==> config.mk <==
export PLATFORM = sky130hd
export DESIGN_NAME = ccg_core
export DESIGN_NICKNAME = d
export VERILOG_FILES = /design/src/include/ccg_pkg.sv /design/src/hdl/ccg_core.sv
export VERILOG_INCLUDE_DIRS = /design/src /design/src/include
export SDC_FILE = /design/constraint.sdc
export NUM_CORES = 1
export LEC_CHECK = 0
export BUFFER_PORTS_ARGS = -buffer_cell sky130_fd_sc_hd__buf_4
export CORE_ASPECT_RATIO = 1.1
export CORE_UTILIZATION = 41
export CTS_CLUSTER_SIZE = 8
export DETAILED_ROUTE_END_ITERATION = 12
export MAX_ROUTING_LAYER = met4
export PLACE_DENSITY = 0.65
export SYNTH_ARGS = -nofsm -noshare
export SYNTH_HDL_FRONTEND = slang
export SYNTH_SLANG_ARGS = --single-unit
==> constraint.sdc <==
create_clock -name ref_clk -period 1.64 [get_ports ref_clk]
set_clock_uncertainty 0.1 [all_clocks]
set_input_delay 0.41 -clock ref_clk [delete_from_list [all_inputs] [get_ports ref_clk]]
set_output_delay 0.41 -clock ref_clk [all_outputs]
set_load 0.01 [all_outputs]
==> src/include/ccg_regs.svh <==
// Constants for the processor clock generator.
// Assumes inclusion by the design file only.
`ifndef CCG_REGS_SVH
`define CCG_REGS_SVH
// Divide ratio of the processor clock
`define CCG_CPU_DIV 2'h3
// Last count of the divide-by-three counter
`define CCG_CPU_LAST 2'h2
// Count value at which the processor clock is high
`define CCG_CPU_HIGH 2'h0
// Reset value of the divide counter
`define CCG_CNT_RST 2'h0
// Counter step per source edge
`define CCG_CNT_STEP 2'h1
// Reset value of both input synchroniser stages
`define CCG_SYNC_RST 7'h00
// Reset level of the generated clocks
`define CCG_CLK_RST 1'h0
// Reset level of the processor reset output, asserted
`define CCG_RESET_RST 1'h1
// Reset level of the ready output
`define CCG_READY_RST 1'h0
`endif

==> src/include/ccg_pkg.sv <==
// Types for the processor clock generator.
// Assumes the constants header is on the include path.
package ccg_pkg;
    // Inputs sampled from outside the clock domain
    typedef struct packed {
        logic ext_reset_request_n;
        logic bus_ready;
        logic src_sel;
        logic divider_sync_in;
        logic ready_sync_depth_sel;
    } ccg_pins_s;
    // Generated clock levels and synchronised outputs
    typedef struct packed {
        logic cpu_clk;
        logic periph_clk;
        logic cpu_reset;
        logic cpu_ready;
    } ccg_out_s;
endpackage : ccg_pkg

==> src/hdl/ccg_core.sv <==
// Processor clock generator: source select, divide by three, divide by two,
// reset and ready synchronisers. Assumes both oscillator sources arrive as
// pin levels sampled on ref_clk, which runs well above them.
// Overview of operation
// - Processor clock is source divided by three
// - Peripheral clock is processor clock halved
// - Reset output changes on processor clock only
// - Bus ready resynchronised to processor clock
// - Select chooses crystal or external source
// - Sync input keeps several dividers in step
// - Select low crystal, high external input
// - Sync high holds counter; low counts
// - Depth select low two stages, high one
// - Processor clock high one third period
`timescale 1ns/1ns
`include "ccg_regs.svh"
module ccg_core (
    input wire logic ref_clk,
    input wire logic rst_n,
    input wire logic xtal_osc_in,
    input wire logic external_freq_in,
    input wire ccg_pkg::ccg_pins_s pins,
    output ccg_pkg::ccg_out_s outs
);
    import ccg_pkg::*;

    // Width of the input synchroniser, one bit per sampled pin
    localparam int SYNC_W = 7;

    // Input synchronisers, first and second stage
    logic [SYNC_W-1:0] meta_q, meta_d;
    logic [SYNC_W-1:0] sync_q, sync_d;
    // Previous selected source level for edge detect
    logic src_prev_q, src_prev_d;
    // Divide-by-three counter
    logic [1:0] cnt_q, cnt_d;
    // Processor clock level
    logic cpu_clk_q, cpu_clk_d;
    // Peripheral clock, toggled at each processor clock rise
    logic pclk_q, pclk_d;
    // Processor reset output, active high
    logic reset_q, reset_d;
    // First ready stage, sampled at each processor clock rise
    logic rdy1_q, rdy1_d;
    // Ready output to the processor
    logic ready_q, ready_d;
    // Synchronised crystal and external source levels
    logic s_xtal, s_ext_freq;
    // Synchronised reset request, active low
    logic s_reset_req_n;
    // Synchronised bus ready
    logic s_rdy;
    // Synchronised source select
    logic s_sel;
    // Synchronised divider hold
    logic s_div_sync;
    // Synchronised ready depth select
    logic s_depth;
    // Selected source level and its rising edge
    logic src_lvl, src_edge;
    // One-cycle pulse: the counter wraps and the processor clock rises
    logic cpu_rise;

    // True when the counter stands on its last count before wrapping
    function automatic logic ccg_at_last(input logic [1:0] cnt);
        return cnt == `CCG_CPU_LAST;
    endfunction : ccg_at_last

    // Synchroniser stage inputs: pins into the first stage, first into second
    always_comb begin
        meta_d = {xtal_osc_in, external_freq_in, pins.ext_reset_request_n, pins.bus_ready,
                  pins.src_sel, pins.divider_sync_in, pins.ready_sync_depth_sel};
        // Only the second stage reads the first, so metastability stays contained
        sync_d = meta_q;
    end

    // Synchroniser registers; every bit cleared low in reset, reset request included
    always_ff @(posedge ref_clk or negedge rst_n) begin
        if (!rst_n) begin
            meta_q <= `CCG_SYNC_RST;
            sync_q <= `CCG_SYNC_RST;
        end else begin
            meta_q <= meta_d;
            sync_q <= sync_d;
        end
    end

    // Split the second stage into named levels
    assign {s_xtal, s_ext_freq, s_reset_req_n, s_rdy, s_sel, s_div_sync, s_depth} = sync_q;

    assign src_lvl = s_sel ? s_ext_freq : s_xtal;
    // Rising edge of the selected source, one cycle wide
    assign src_edge = src_lvl & ~src_prev_q;
    // wrap pulse
    // Counter at its last count takes a source edge while not held
    assign cpu_rise = src_edge && ccg_at_last(cnt_q) && !s_div_sync;

    // Next-state logic for dividers and synchronised outputs
    always_comb begin
        src_prev_d = src_lvl;
        cnt_d = cnt_q;
        cpu_clk_d = cpu_clk_q;
        pclk_d = pclk_q;
        reset_d = reset_q;
        rdy1_d = rdy1_q;
        ready_d = ready_q;
        if (s_div_sync) begin
            // Held at the first count; the clock waits for three fresh edges
            cnt_d = `CCG_CNT_RST;
        end else if (src_edge) begin
            cnt_d = ccg_at_last(cnt_q) ? `CCG_CNT_RST : cnt_q + `CCG_CNT_STEP;
        end
        if (cpu_rise) begin
            // High for the one source period that follows the wrap
            cpu_clk_d = 1'h1;
        end else if (s_div_sync || src_edge) begin
            // The next source edge or a hold ends the high phase
            cpu_clk_d = 1'h0;
        end
        if (cpu_rise) begin
            pclk_d = ~pclk_q;
            reset_d = ~s_reset_req_n;
            rdy1_d = s_rdy;
            // stage depth select
            // One stage takes the pin now, two take the previous rise's sample
            ready_d = s_depth ? s_rdy : rdy1_q;
        end
    end

    // Divider and output registers; outputs come up in their reset levels
    always_ff @(posedge ref_clk or negedge rst_n) begin
        if (!rst_n) begin
            src_prev_q <= 1'h0;
            cnt_q <= `CCG_CNT_RST;
            cpu_clk_q <= `CCG_CLK_RST;
            pclk_q <= `CCG_CLK_RST;
            reset_q <= `CCG_RESET_RST;
            rdy1_q <= `CCG_READY_RST;
            ready_q <= `CCG_READY_RST;
        end else begin
            src_prev_q <= src_prev_d;
            cnt_q <= cnt_d;
            cpu_clk_q <= cpu_clk_d;
            pclk_q <= pclk_d;
            reset_q <= reset_d;
            rdy1_q <= rdy1_d;
            ready_q <= ready_d;
        end
    end

    // Outputs straight from registers
    assign outs = '{cpu_clk: cpu_clk_q, periph_clk: pclk_q, cpu_reset: reset_q,
                    cpu_ready: ready_q};

    // Helper: previous counter for assertions
    logic [1:0] cnt_past_q;
    always_ff @(posedge ref_clk or negedge rst_n) begin
        if (!rst_n) begin
            cnt_past_q <= `CCG_CNT_RST;
        end else begin
            cnt_past_q <= cnt_q;
        end
    end
endmodule : ccg_core

==> reports/qor.log <==
[finish] area of all placed cells without fillers 858.3 um2
[pwr] Pwr Density 1082 nW/um2
[floorplan] Initial Utilization 0.4513
[setup_path] slowest cell on the critical path dfrtp_1
[setup_path] kind of cell adding the most delay to the critical path simple AND/OR/NAND/NOR gates
[synth] post-synth design cell area 737.0 um2
[setup_path] Crit path arrival time 1.58 ns
[synth] post-synthesis sequential element count 22
[sta] time the worst path needs with I/O delays and setup 1.496 ns
[cts] Worst-Skew Late Latency 0.30 ns
[setup_path] WP data required 1.72 ns
[setup_path] ordered cell list for the critical path nor4b_4 > nand2_2 > mux2_4
[sta] worst slack on hold paths 0.1089 ns
[pwr] Logic pwr share 0.092
[route] drt wl/cell 11.45 um
[place] instance count after placement with tap cells included 71
[pwr] Net Sw Frac 0.2181
[route] mean number of vias per cell 4.961
[sta] final max-slew violation count 0
[sta] RSZ-0062 raised after global routing no
[setup_path] number of buffers and inverters on the critical path 0
[floorplan] area of the core 1633 um2
[place] Worst Setup Slack post-DPL 0.1411 ns
[synth] area share of the largest cell type after synthesis 0.7131
[finish] antenna cell count 0
[cts] number of buffers added by the clock tree synthesis step 3
[route] antenna violation net count after detailed routing 0
[route] number of DRC violations after detailed routing 0
[synth] mean post-synth cell area 16.02 um2
[setup_path] largest fanout on the critical path 6
[finish] final-layout fill cell count 139
[setup_path] type of element capturing the critical path register
[cts] clock tree root driver cell clkbuf_4
[cts] number of levels the H-tree was split into 1
[pwr] portion of total power attributed to sequential cells 0.653
[pwr] proportion of power drawn by the clock network 0.255
[place] instance area at placement 818.3 um2
[finish] utilization after layout 0.5257
[finish] register area 551.8 um2
[synth] sequential area share after synthesis 0.7487
[cts] CTS Sinks 22
[setup_path] Critical Setup Path Class reg -> reg
[floorplan] Die Footprint 1971 um2
[sta] final worst path period share 0.9123
[global_route] global routing usage on met3 0.03529
[place] detailed-placement wirelength estimate 615.4 um
[sta] Fin Setup TNS 0 ns
[synth] distinct cell type count after synthesis 16
[route] Post-Route WL 870 um
[sta] final number of setup-violating endpoints 0
[cts] Post-CTS Repair Setup Buffers 0
[place] global placer's final weighted congestion 0.6589
[floorplan] Die Ht 46.47 um
[finish] net count reported at finish 69
[route] number of DRC markers in iteration 0 9
[global_route] grt met2 use 0.1662
[place] number of buffers inserted by port buffering 12
[sta] final worst-path setup slack 0.1438 ns
[cts] maximum count of clock buffers along a single path 2
[pwr] post-layout total power 0.9285 mW
[setup_path] maximum cell stage delay along the critical path 0.46 ns
[global_route] overflow left after global routing 0
[setup_path] nature of the critical path startpoint register
[setup_path] R2R Setup Slk 0.14 ns
[synth] top post-synthesis cells by area dfrtp_1 (71%), mux2i_1 (4.1%), buf_4 (4.1%), dfstp_2 (3.6%), nor4b_4 (3.2%)
[finish] post-route non-filler standard cell count 76
[floorplan] Die Width 42.43 um
[global_route] met1 GRT Util 0.1244
[finish] multi-input logic area 151.4 um2
[floorplan] num rows 15
[sta] actual transition at the worst max-transition pin 0.2758 ns
[global_route] overall fraction of global-route tracks in use 0.1146
[pwr] leakage power 0.4031 nW
[pwr] internal cell power 0.7261 mW
[sta] Worst slew margin 0.8125
[min_path] worst hold path type in -> reg
[sta] maximum frequency from static timing analysis 0.6684 GHz
[pwr] net switching power of the design 0.2025 mW
[run] Maximum Capacitance Violations 0
[synth] most area-hungry cell type in the Yosys netlist dfrtp_1
[cts] TritonCTS clock tree yes
[global_route] number of global-route vias before repair 347
[floorplan] ports placed on the boundary 13
[global_route] pin count of the biggest net entering global routing 23
[route] Detailed Routing Iterations Pass 1 4
[synth] number of instances in the synthesized netlist 46
[global_route] global-route layer with the greatest usage met2
[run_status] run status complete, no violations
[route] via total after detailed routing 377
[cts] clock input transition at the sequential cells of the worst setup and hold paths 0.11 ns
[synth] synth warn 0
[synth] post-synthesis net count 55
[pwr] maximum resistive drop on vdd 512.4 uV
[sta] total count of hold-check failures in the final report 0
[finish] ratio of cells with drive above 1 in the final layout 0.3390
[global_route] wire length of the first global-routing pass 1435 um
[finish] area added between synthesis and finish 16.47%
[global_route] initial antenna violation count 0
power groups by stage:
stage | clock network (mW) | registers, mW | logic (mW)
6_report | 0.237 | 0.607 | 0.0851
5_1_grt | 0.278 | 0.612 | 0.0952
4_1_cts | 0.252 | 0.607 | 0.0864
3_5_place_dp | 0 | 0.617 | 0.0844
3_3_place_gp | 0 | 0.616 | 0.0829
2_1_floorplan | 0 | 0.611 | 0.0554
state kept, by name, indices dropped and copies added, names as in the netlist:
signal	count
src_prev_q	1
cnt_q	2
sync_q	7
cpu_clk_q	1
pclk_q	1
ready_q	1
reset_q	1
meta_q	7
rdy1_q	1
layer usage:
metal  wire (um)  share of wire
met5           0              0
met4          11          0.013
met3          50          0.057
met2         425           0.49
met1         383           0.44
cell usage in the layout (no fill, tap or decap):
cell,instances
nand2b_1,1
or4_1,1
or4b_1,1
nor4b_4,1
clkbuf_1,1
nor2_1,1
dlygate4sd3_1,1
xnor2_1,1
dfrtp_1,21
nand2_2,1
inv_1,2
mux2i_1,2
dfstp_2,1
mux2_4,1
buf_4,12
clkbuf_4,3
a31oi_1,1
a21oi_1,3
mux2i_2,1
o21ai_0,3
worst paths after layout:
path                                  startpoint        end  depth (start not counted)
worst max-delay path                  src_prev_q     rdy1_q                          3
max in group asynchronous                  rst_n    reset_q                          2
min in group asynchronous                  rst_n  meta_q[5]                          2
worst max register to register        src_prev_q     rdy1_q                          3
worst min-delay path            external_freq_in  meta_q[5]                          1
worst min register to register         meta_q[3]  sync_q[3]                          0
synth_stat cells (all sizes together):
library cell	instances
dfstp	1
mux2i	3
nor4b	1
dfrtp	21
buf	4
inv	2
a21oi	3
nand2b	1
o21ai	3
xnor2	1
or4	1
a31oi	1
mux2	1
nor2	1
or4b	1
nand2	1
worst register-to-register path, delay by kind of cell, from the launching register on:
| family | cells | cell delay, ns |
|---|---|---|
| flops | 1 | 0.46 |
| mux | 1 | 0.31 |
| simple gates | 2 | 0.51 |
kinds of logic (layout without fill, tap and decap cells):
family	after synthesis	in the layout	share of synthesized area
simple gates	6	6	0.07810
compound gates	7	7	0.04923
buf+inv	6	19	0.05094
xor+xnor	1	1	0.01189
flops	22	22	0.7487
mux	4	4	0.06112
area by class of cell:
| cell class | count | area share |
|---|---|---|
| Tap cell | 17 | 0.02478 |
| Inverter | 2 | 0.008746 |
| Multi-Input combinational cell | 18 | 0.1764 |
| Clock buffer | 4 | 0.03061 |
| Sequential cell | 22 | 0.6429 |
| Timing Repair Buffer | 13 | 0.1166 |
repair_timing:
action                     CTS  global route
hold buffers                 1             0
setup endpoints to repair    0             1
resized for setup            0             1
hold endpoints to repair    21             0
No activity file was read; power rests on OpenSTA's default activity.
